File: src/lspg_map.vh
// constants for the status LED pattern generator: timing, map, modes
`ifndef LSPG_MAP_VH
`define LSPG_MAP_VH

// timing base
`define LSPG_CLK_PERIOD_NS   10
`define LSPG_MS_NS           1000000
`define LSPG_MS_CYC          ((`LSPG_MS_NS + `LSPG_CLK_PERIOD_NS - 1) / `LSPG_CLK_PERIOD_NS)
`define LSPG_SLOT_MS         250
`define LSPG_FRAME_MS        3000
`define LSPG_FRAME_SLOTS     (`LSPG_FRAME_MS / `LSPG_SLOT_MS)
`define LSPG_BLINK5_MS       100
`define LSPG_FLICK_MS        50

// register byte addresses
`define LSPG_ADDR_CTRL       8'h00
`define LSPG_ADDR_STATUS     8'h04
`define LSPG_ADDR_ERR_CLR    8'h08

// control register fields
`define LSPG_CTRL_MODE_LSB   0
`define LSPG_CTRL_MODE_MSB   3
`define LSPG_CTRL_COLA_LSB   4
`define LSPG_CTRL_COLA_MSB   5
`define LSPG_CTRL_COLB_LSB   6
`define LSPG_CTRL_COLB_MSB   7
`define LSPG_CTRL_RESET      8'h00
`define LSPG_ERR_CLR_BIT     0

// colour codes {red, green}
`define LSPG_COL_OFF         2'h0
`define LSPG_COL_GREEN       2'h1
`define LSPG_COL_RED         2'h2
`define LSPG_COL_ORANGE      2'h3

// slave indicator modes
`define LSPG_MODE_STEADY     4'h0
`define LSPG_MODE_FLASH1     4'h1
`define LSPG_MODE_FLASH2     4'h2
`define LSPG_MODE_SLOW_A     4'h3
`define LSPG_MODE_SLOW_B     4'h4
`define LSPG_MODE_SLOW_C     4'h5
`define LSPG_MODE_SLOW_D     4'h6

// green-slot masks for the 3 s frames, bit n = slot n green, else orange
`define LSPG_MASK_SLOW_A     12'h001
`define LSPG_MASK_SLOW_B     12'hFFA
`define LSPG_MASK_SLOW_C     12'h015
`define LSPG_MASK_SLOW_D     12'hFFE

`endif

File: src/lspg_flicker.v
// load-dependent flicker for one port activity indicator
`timescale 1ns/10ps
`default_nettype none
`include "lspg_map.vh"

module lspg_flicker (
  // clock and reset
  input  wire clk_sys_in,
  input  wire nrst_in,
  // timing and activity
  input  wire ms_tick_in,
  input  wire frame_evt_in,
  // indicator
  output reg  led_q_out
);

  localparam [1:0] ST_IDLE = 2'h0;
  localparam [1:0] ST_ON   = 2'h1;
  localparam [1:0] ST_OFF  = 2'h2;
  localparam integer PH_LAST_I = `LSPG_FLICK_MS - 1;
  localparam [7:0]   PH_LAST   = PH_LAST_I[7:0];

  reg [1:0] state_q;
  reg [7:0] cnt_q;
  reg       pend_q;
  wire      ph_done = ms_tick_in && (cnt_q == PH_LAST);

  always @(posedge clk_sys_in) begin
    if (!nrst_in) begin
      state_q   <= ST_IDLE;
      cnt_q     <= 8'h00;
      pend_q    <= 1'b0;
      led_q_out <= 1'b0;
    end else begin
      if (ms_tick_in)
        cnt_q <= ph_done ? 8'h00 : cnt_q + 8'h01;
      case (state_q)
        ST_IDLE: begin
          // light traffic: each frame starts one on/off pair
          if (frame_evt_in) begin
            state_q   <= ST_ON;
            cnt_q     <= 8'h00;
            led_q_out <= 1'b1;
          end
        end
        ST_ON: begin
          if (frame_evt_in)
            pend_q <= 1'b1;
          if (ph_done) begin
            state_q   <= ST_OFF;
            led_q_out <= 1'b0;
          end
        end
        ST_OFF: begin
          // a frame in the last cycle still counts: it starts the next on phase directly while pend_q clears
          if (ph_done) begin
            if (pend_q || frame_evt_in) begin
              state_q   <= ST_ON;
              led_q_out <= 1'b1;
            end else begin
              state_q   <= ST_IDLE;
            end
            pend_q <= 1'b0;
          end else if (frame_evt_in) begin
            pend_q <= 1'b1;
          end
        end
        default: begin
          state_q   <= ST_IDLE;
          led_q_out <= 1'b0;
        end
      endcase
    end
  end

endmodule
`default_nettype wire

File: src/lspg_top.v
// status LED pattern generator: slave duo LED, client run/error, port LEDs
// What this block does
// - single-colour 2 Hz flash, on 250 ms then off 250 ms, repeating.
// - two-colour 2 Hz flash, colour A 250 ms then colour B 250 ms.
// - green 250 ms then orange 2.75 s, three-second frame.
// - orange, green, orange 250 ms each, then green 2.25 s.
// - green, orange, green, orange, green 250 ms each, orange 1.75 s.
// - orange 250 ms then green 2.75 s, three-second frame.
// - heavy traffic flickers 50 ms on/off; light traffic follows frames.
// - run LED steady green configured and active, off unconfigured.
// - run LED blinks green 5 Hz when configured but inactive.
// - 5 Hz blink is 100 ms on then 100 ms off.
// - per-port link LED green while linked, off otherwise.
// - per-port activity LED flickers yellow while frames move.
`timescale 1ns/10ps
`default_nettype none
`include "lspg_map.vh"

module lspg_top #(
  parameter MS_CYCLES = `LSPG_MS_CYC
) (
  // clock and reset
  input  wire        clk_sys_in,
  input  wire        nrst_in,
  // register port
  input  wire [7:0]  reg_addr_in,
  input  wire [31:0] reg_wdata_in,
  input  wire        reg_wr_in,
  input  wire        reg_rd_in,
  output reg  [31:0] reg_rdata_out,
  // protocol stack status, same clock
  input  wire        dev_configured_in,
  input  wire        comm_active_in,
  input  wire        comm_error_in,
  // port status pins, asynchronous
  input  wire [1:0]  port_link_in,
  input  wire [1:0]  port_frame_in,
  // slave duo LED
  output reg         slave_led_red_out,
  output reg         slave_led_green_out,
  // client run and error duo LEDs
  output reg         run_led_red_out,
  output reg         run_led_green_out,
  output reg         err_led_red_out,
  output reg         err_led_green_out,
  // port LEDs
  output reg  [1:0]  port_link_led_out,
  output wire        port0_traffic_indicator_out,
  output wire        port1_traffic_indicator_out
);

  // counter end points cut to counter width on purpose
  localparam integer MS_LAST_I    = MS_CYCLES - 1;
  localparam integer SLOT_LAST_I  = `LSPG_SLOT_MS - 1;
  localparam integer FRAME_LAST_I = `LSPG_FRAME_SLOTS - 1;
  localparam integer B5_LAST_I    = `LSPG_BLINK5_MS - 1;
  localparam [16:0]  MS_LAST      = MS_LAST_I[16:0];
  localparam [7:0]   SLOT_LAST    = SLOT_LAST_I[7:0];
  localparam [3:0]   FRAME_LAST   = FRAME_LAST_I[3:0];
  localparam [6:0]   B5_LAST      = B5_LAST_I[6:0];

  // green-slot lookup for the slow-frame modes
  function slot_green;
    input [3:0] mode;
    input [3:0] slot;
    reg   [11:0] mask;
    begin
      case (mode)
        `LSPG_MODE_SLOW_A: mask = `LSPG_MASK_SLOW_A;
        `LSPG_MODE_SLOW_B: mask = `LSPG_MASK_SLOW_B;
        `LSPG_MODE_SLOW_C: mask = `LSPG_MASK_SLOW_C;
        `LSPG_MODE_SLOW_D: mask = `LSPG_MASK_SLOW_D;
        default:           mask = 12'h000;
      endcase
      slot_green = mask[slot];
    end
  endfunction

  // registers
  reg  [7:0]  ctrl_q;
  reg         err_seen_q;
  wire [3:0]  mode    = ctrl_q[`LSPG_CTRL_MODE_MSB:`LSPG_CTRL_MODE_LSB];
  wire [1:0]  col_a   = ctrl_q[`LSPG_CTRL_COLA_MSB:`LSPG_CTRL_COLA_LSB];
  wire [1:0]  col_b   = ctrl_q[`LSPG_CTRL_COLB_MSB:`LSPG_CTRL_COLB_LSB];
  wire        wr_ctrl = reg_wr_in && (reg_addr_in == `LSPG_ADDR_CTRL);
  wire        wr_eclr = reg_wr_in && (reg_addr_in == `LSPG_ADDR_ERR_CLR) &&
                        reg_wdata_in[`LSPG_ERR_CLR_BIT];

  // synchronised port pins
  reg  [1:0]  link_s1_q;
  reg  [1:0]  link_s2_q;
  reg  [1:0]  frame_s1_q;
  reg  [1:0]  frame_s2_q;
  reg  [1:0]  frame_s3_q;
  wire [1:0]  frame_evt = frame_s2_q & ~frame_s3_q;
  wire [1:0]  traffic_led;

  // timebase
  reg  [16:0] ms_cnt_q;
  reg         ms_tick_q;
  reg  [7:0]  slot_ms_q;
  reg  [3:0]  slot_q;
  reg  [6:0]  b5_ms_q;
  reg         b5_on_q;

  // pattern colour for the slave LED
  reg  [1:0]  slave_col;

  always @(posedge clk_sys_in) begin
    if (!nrst_in) begin
      ctrl_q     <= `LSPG_CTRL_RESET;
      err_seen_q <= 1'b0;
    end else begin
      if (wr_ctrl)
        ctrl_q <= reg_wdata_in[7:0];
      // a new error in the clearing cycle keeps the flag set
      if (comm_error_in)
        err_seen_q <= 1'b1;
      else if (wr_eclr)
        err_seen_q <= 1'b0;
    end
  end

  always @(posedge clk_sys_in) begin
    if (!nrst_in) begin
      reg_rdata_out <= 32'h0000_0000;
    end else if (reg_rd_in) begin
      case (reg_addr_in)
        `LSPG_ADDR_CTRL:
          reg_rdata_out <= {24'h00_0000, ctrl_q};
        `LSPG_ADDR_STATUS:
          reg_rdata_out <= {18'h0_0000,
                            port1_traffic_indicator_out,
                            port0_traffic_indicator_out,
                            port_link_led_out,
                            slave_led_red_out,
                            slave_led_green_out,
                            err_seen_q,
                            b5_on_q,
                            slot_q,
                            comm_active_in,
                            dev_configured_in};
        default:
          reg_rdata_out <= 32'h0000_0000;
      endcase
    end else begin
      reg_rdata_out <= 32'h0000_0000;
    end
  end

  genvar p;
  generate
    for (p = 0; p < 2; p = p + 1) begin : g_port
      always @(posedge clk_sys_in) begin
        if (!nrst_in) begin
          link_s1_q[p]  <= 1'b0;
          link_s2_q[p]  <= 1'b0;
          frame_s1_q[p] <= 1'b0;
          frame_s2_q[p] <= 1'b0;
          frame_s3_q[p] <= 1'b0;
          port_link_led_out[p] <= 1'b0;
        end else begin
          link_s1_q[p]  <= port_link_in[p];
          link_s2_q[p]  <= link_s1_q[p];
          frame_s1_q[p] <= port_frame_in[p];
          frame_s2_q[p] <= frame_s1_q[p];
          frame_s3_q[p] <= frame_s2_q[p];
          port_link_led_out[p] <= link_s2_q[p];
        end
      end

      // each port flickers from its own frames only
      lspg_flicker u_flick (
        .clk_sys_in   (clk_sys_in),
        .nrst_in      (nrst_in),
        .ms_tick_in   (ms_tick_q),
        .frame_evt_in (frame_evt[p]),
        .led_q_out    (traffic_led[p])
      );
    end
  endgenerate

  assign port0_traffic_indicator_out = traffic_led[0];
  assign port1_traffic_indicator_out = traffic_led[1];

  // one shared ms tick keeps every pattern phase-locked
  always @(posedge clk_sys_in) begin
    if (!nrst_in) begin
      ms_cnt_q  <= 17'h0_0000;
      ms_tick_q <= 1'b0;
    end else begin
      ms_tick_q <= (ms_cnt_q == MS_LAST);
      if (ms_cnt_q == MS_LAST)
        ms_cnt_q <= 17'h0_0000;
      else
        ms_cnt_q <= ms_cnt_q + 17'h0_0001;
    end
  end

  // 250 ms slots, twelve to a 3 s frame
  always @(posedge clk_sys_in) begin
    if (!nrst_in) begin
      slot_ms_q <= 8'h00;
      slot_q    <= 4'h0;
    end else if (ms_tick_q) begin
      if (slot_ms_q == SLOT_LAST) begin
        slot_ms_q <= 8'h00;
        slot_q    <= (slot_q == FRAME_LAST) ? 4'h0 : slot_q + 4'h1;
      end else begin
        slot_ms_q <= slot_ms_q + 8'h01;
      end
    end
  end

  // 5 Hz: 100 ms on, 100 ms off
  always @(posedge clk_sys_in) begin
    if (!nrst_in) begin
      b5_ms_q <= 7'h00;
      b5_on_q <= 1'b1;
    end else if (ms_tick_q) begin
      if (b5_ms_q == B5_LAST) begin
        b5_ms_q <= 7'h00;
        b5_on_q <= ~b5_on_q;
      end else begin
        b5_ms_q <= b5_ms_q + 7'h01;
      end
    end
  end

  // slave duo LED colour; orange drives red and green together
  always @* begin
    case (mode)
      `LSPG_MODE_STEADY:
        slave_col = col_a;
      `LSPG_MODE_FLASH1:
        slave_col = slot_q[0] ? `LSPG_COL_OFF : col_a;
      `LSPG_MODE_FLASH2:
        slave_col = slot_q[0] ? col_b : col_a;
      `LSPG_MODE_SLOW_A,
      `LSPG_MODE_SLOW_B,
      `LSPG_MODE_SLOW_C,
      `LSPG_MODE_SLOW_D:
        slave_col = slot_green(mode, slot_q) ? `LSPG_COL_GREEN :
                                               `LSPG_COL_ORANGE;
      default:
        slave_col = `LSPG_COL_OFF;
    endcase
  end

  always @(posedge clk_sys_in) begin
    if (!nrst_in) begin
      slave_led_red_out   <= 1'b0;
      slave_led_green_out <= 1'b0;
    end else begin
      slave_led_red_out   <= slave_col[1];
      slave_led_green_out <= slave_col[0];
    end
  end

  // client run and error LEDs
  always @(posedge clk_sys_in) begin
    if (!nrst_in) begin
      run_led_red_out   <= 1'b0;
      run_led_green_out <= 1'b0;
      err_led_red_out   <= 1'b0;
      err_led_green_out <= 1'b0;
    end else begin
      run_led_red_out   <= 1'b0;
      err_led_green_out <= 1'b0;
      if (!dev_configured_in)
        run_led_green_out <= 1'b0;
      else if (comm_active_in)
        run_led_green_out <= 1'b1;
      else
        run_led_green_out <= b5_on_q;
      // a remembered error outranks the unconfigured blink
      if (err_seen_q || comm_error_in)
        err_led_red_out <= 1'b1;
      else if (!dev_configured_in)
        err_led_red_out <= b5_on_q;
      else
        err_led_red_out <= 1'b0;
    end
  end

endmodule
`default_nettype wire

File: config.mk
export PLATFORM = sky130hd
export DESIGN_NAME = lspg_top
export DESIGN_NICKNAME = d
export VERILOG_FILES = /design/src/lspg_flicker.v /design/src/lspg_top.v
export VERILOG_INCLUDE_DIRS = /design/src /design/src/src
export SDC_FILE = /design/constraint.sdc
export NUM_CORES = 1
export LEC_CHECK = 0
export ABC_AREA = 1
export BUFFER_PORTS_ARGS = -buffer_cell sky130_fd_sc_hd__buf_2
export CORE_UTILIZATION = 59
export DETAILED_ROUTE_END_ITERATION = 6
export GPL_TIMING_DRIVEN = 1
export PLACE_DENSITY_LB_ADDON = 0.15
export SETUP_SLACK_MARGIN = 0.02
export SLEW_MARGIN = 20
export SYNTH_ARGS = -nofsm -noshare
export SYNTH_HDL_FRONTEND = slang
export SYNTH_SLANG_ARGS = --single-unit
File: constraint.sdc
create_clock -name clk_sys_in -period 3 [get_ports clk_sys_in]
set_input_delay 0.15 -clock clk_sys_in [delete_from_list [all_inputs] [get_ports clk_sys_in]]
set_output_delay 0.15 -clock clk_sys_in [all_outputs]
set_load 0.03 [all_outputs]
==> flow_summary.json <==
{
  "r2r_cells": 8,
  "max_freq_mhz": 598,
  "tns_ps": 0,
  "grt_usage_pct": 21.9,
  "slowest_stage": "dfxtp_1",
  "async_reset_ff_share_pct": 0,
  "yosysWarnings": 0,
  "hold_slack_ps": 56.2,
  "yosys.area_share.simple_pct": 27.9,
  "route.detailed.drc": 0,
  "ys_top_cells_by_count": "128 x nand2_1, 101 x dfxtp_1, 77 x inv_1, 62 x nor2_1, 48 x a21oi_1",
  "synth-compound-area-share_pct": 9.67,
  "timing.reg2reg.setup_slack_ps": 1330,
  "reg2reg_from": "ms_tick_q",
  "num_rows": 31,
  "critPathTopFamily": "flip-flops",
  "cp_max_fo": 11,
  "die_w_um": 90.7,
  "rsz0062_at_grt": "false",
  "crit_cells": 8,
  "wl_per_cell_um": 11.4,
  "slew_headroom_pct": 60.8,
  "die_area_mm2": 0.00823,
  "synth.distinct_cells": 39,
  "syn_inst": 616,
  "cts_resized": 0,
  "vias_per_cell": 5.05,
  "fin_skew_ps": 8.71,
  "placement.io_buffers": 48,
  "clkTransAtPathRegs_ps": 90,
  "worstPathRequired_ps": 3240,
  "max_cap_viol_count": 0,
  "crit_end": "g_port[0].u_flick.cnt_q[4]",
  "synth_top_family_by_area": "simple AND/OR/NAND/NOR gates",
  "max_stage_delay_ps": 560,
  "path_cells": "buf_4, nand2_1, nor2_1, nand2_1, nand2_1, inv_1, o21ai_0, a21oi_1",
  "status": "finished clean",
  "tightestPinTransition_ps": 588,
  "leakagePower_nw": 2.21,
  "hp-class": "input pin to register",
  "ioPinCount": 93,
  "area_growth_pct": 10.2,
  "drive_gt1_share_pct": 13.7,
  "antenna_found_initial": 0,
  "finalHoldViolCount": 0,
  "first_pass_iters": 5,
  "fin_crit_sh_pct": 55.8,
  "setup_violations": 0,
  "die-height_um": 90.7,
  "synth-main-ff-cell": "dfxtp_1",
  "synthAdderAreaFrac_pct": 4.58,
  "setup_ws_ps": 1330,
  "synthDominantCellAreaShare_pct": 43.5,
  "cts_tree": "yes",
  "synth_area_mm2": 0.00464,
  "grt_max_degree": 24,
  "regArea_mm2": 0.00202,
  "drt.antenna.violating_nets": 0,
  "synth-seq-cells": 101,
  "crit_top_cell": "nand2_1",
  "path_buf_inv": 2,
  "synth_largest_area_cell": "dfxtp_1",
  "avgSynthCellArea_um2": 7.54,
  "fin_nets": 735,
  "synth_mux_area_share_pct": 0,
  "start_util_pct": 62.4,
  "numCtsBuffers": 9,
  "final_area_mm2": 0.00512,
  "grt_overflow": 0,
  "wl_um": 8810,
  "multi_input_comb_area_mm2": 0.00217,
  "grt_pass1_wl_um": 14900,
  "start_kind": "register",
  "drt_iter0_markers": 160,
  "gp_congestion": 0.892,
  "seq_area_frac_synth_pct": 43.5,
  "period_minus_slack_ps": 1670,
  "insertion_delay_ps": 350,
  "drv_slew": 0,
  "postCtsSetupBuffers": 0,
  "synth_edf_count": 0,
  "clkSinkCount": 101,
  "path_class": "register to register",
  "power_density_mw_per_mm2": 509,
  "synth_xor_area_share_pct": 2.83,
  "r2r-end": "g_port[0].u_flick.cnt_q[4]",
  "place_area_mm2": 0.00487,
  "synthTopCellsByArea": "dfxtp_1 44%, nand2_1 10%, inv_1 6.2%, a21oi_1 5.2%, nor2_1 5.0%",
  "diodes": 0,
  "nFillCells": 650,
  "critical_path_arrival_ps": 1910,
  "min_from": "reg_wdata_in[4]",
  "cp-end-kind": "register",
  "startpoint": "ms_tick_q",
  "grt_pass1_vias": 3518,
  "dp_hpwl_um": 6510,
  "hold_buffers": 4,
  "root_buffer": "clkbuf_8",
  "htreeDepth": 3,
  "peakVddDrop_mv": 0.456,
  "synthMostInstantiatedCell": "nand2_1",
  "pre_cts_slack_ps": 1210,
  "core_area_mm2": 0.00745,
  "cts_buffer_depth": 2,
  "routed-via-count": 3889
}
logic make-up after synthesis:
family | after synthesis
fa+ha+maj | 17
compound gates | 84
buf+inv | 113
other cells | 1
simple gates | 285
flops | 101
xor+xnor | 15
state kept, by name, summed over array words and instances (netlist names), 2 cells and up:
register / cells
b5_ms_q: 7
ctrl_q: 8
link_s1_q: 2
g_port.u_flick.state_q: 4
reg_rdata_out: 14
g_port.u_flick.pend_q: 2
frame_s2_q: 2
g_port.u_flick.cnt_q: 16
ms_cnt_q: 17
slot_q: 4
link_s2_q: 2
frame_s3_q: 2
slot_ms_q: 8
port_link_led_out: 2
g_port.u_flick.led_q_out: 2
frame_s1_q: 2
per-stage QoR:
step                      util, %  power, mW  cells
after floorplan                 -       1.69    635
after global placement       65.4       1.74    751
after detailed placement     65.4       1.75    751
after CTS                    68.7       2.62    770
after global routing         68.7       2.72    770
final                        68.7       2.60    770
power by group:
| group | switching [mW] | leakage (nW) | total, mW | internal, mW |
|---|---|---|---|---|
| Combinational | 0.209 | 1.28 | 0.315 | 0.106 |
| Sequential | 0.0270 | 0.818 | 1.41 | 1.38 |
| Clock | 0.432 | 0.108 | 0.882 | 0.450 |
area by class of cell:
cell class	count	share of cell area [%]
inverter	80	5.87
timing repair buffer	54	5.77
sequential	101	39.5
clock buffer	12	3.23
multi-input combinational	421	42.3
tap	99	2.42
clock inverter	3	0.856
worst reg2reg max path, delay by kind of cell (launching register included):
| kind | cells | cell delay (ps) |
|---|---|---|
| AO/OA/AOI/OAI | 2 | 130 |
| buffers and inverters | 2 | 350 |
| flip-flops | 1 | 560 |
| AND/OR/NAND/NOR | 4 | 530 |
cells in the final DEF (no fill, tap or decap), types with 4 or more instances in the layout:
cell type      count
nand2_1          128
dfxtp_1          101
inv_1             77
nor2_1            62
a21oi_1           48
buf_2             48
nand3_1           28
o21ai_0           23
nor3_1            22
conb_1            20
ha_1              17
xor2_1            13
clkbuf_8          12
nand4_1           10
nand2_2            7
nor3b_1            5
nor3_2             4
nor2_2             4
dlygate4sd3_1      4
how the worst min path moves through the flow:
| stage | endpoint | slack, ps | depth (start not counted) |
|---|---|---|---|
| floorplan | frame_s1_q[0] | 250 | 2 |
| global placement | link_s1_q[1] | 340 | 3 |
| detailed placement | link_s1_q[1] | 350 | 3 |
| CTS | ctrl_q[4] | 50 | 3 |
| global route | ctrl_q[6] | 40 | 3 |
| finish | ctrl_q[4] | 60 | 3 |
routing by layer:
metal | share of wire (%) | up-vias | global-route usage [%]
li1 | - | 2033 | -
met1 | 44 | 1753 | 26.4
met2 | 50 | 94 | 38.8
met3 | 4.5 | 9 | 5.05
met4 | 1.1 | 0 | 5.91
met5 | 0 | - | 0
Power figures use the tool's default switching activity.
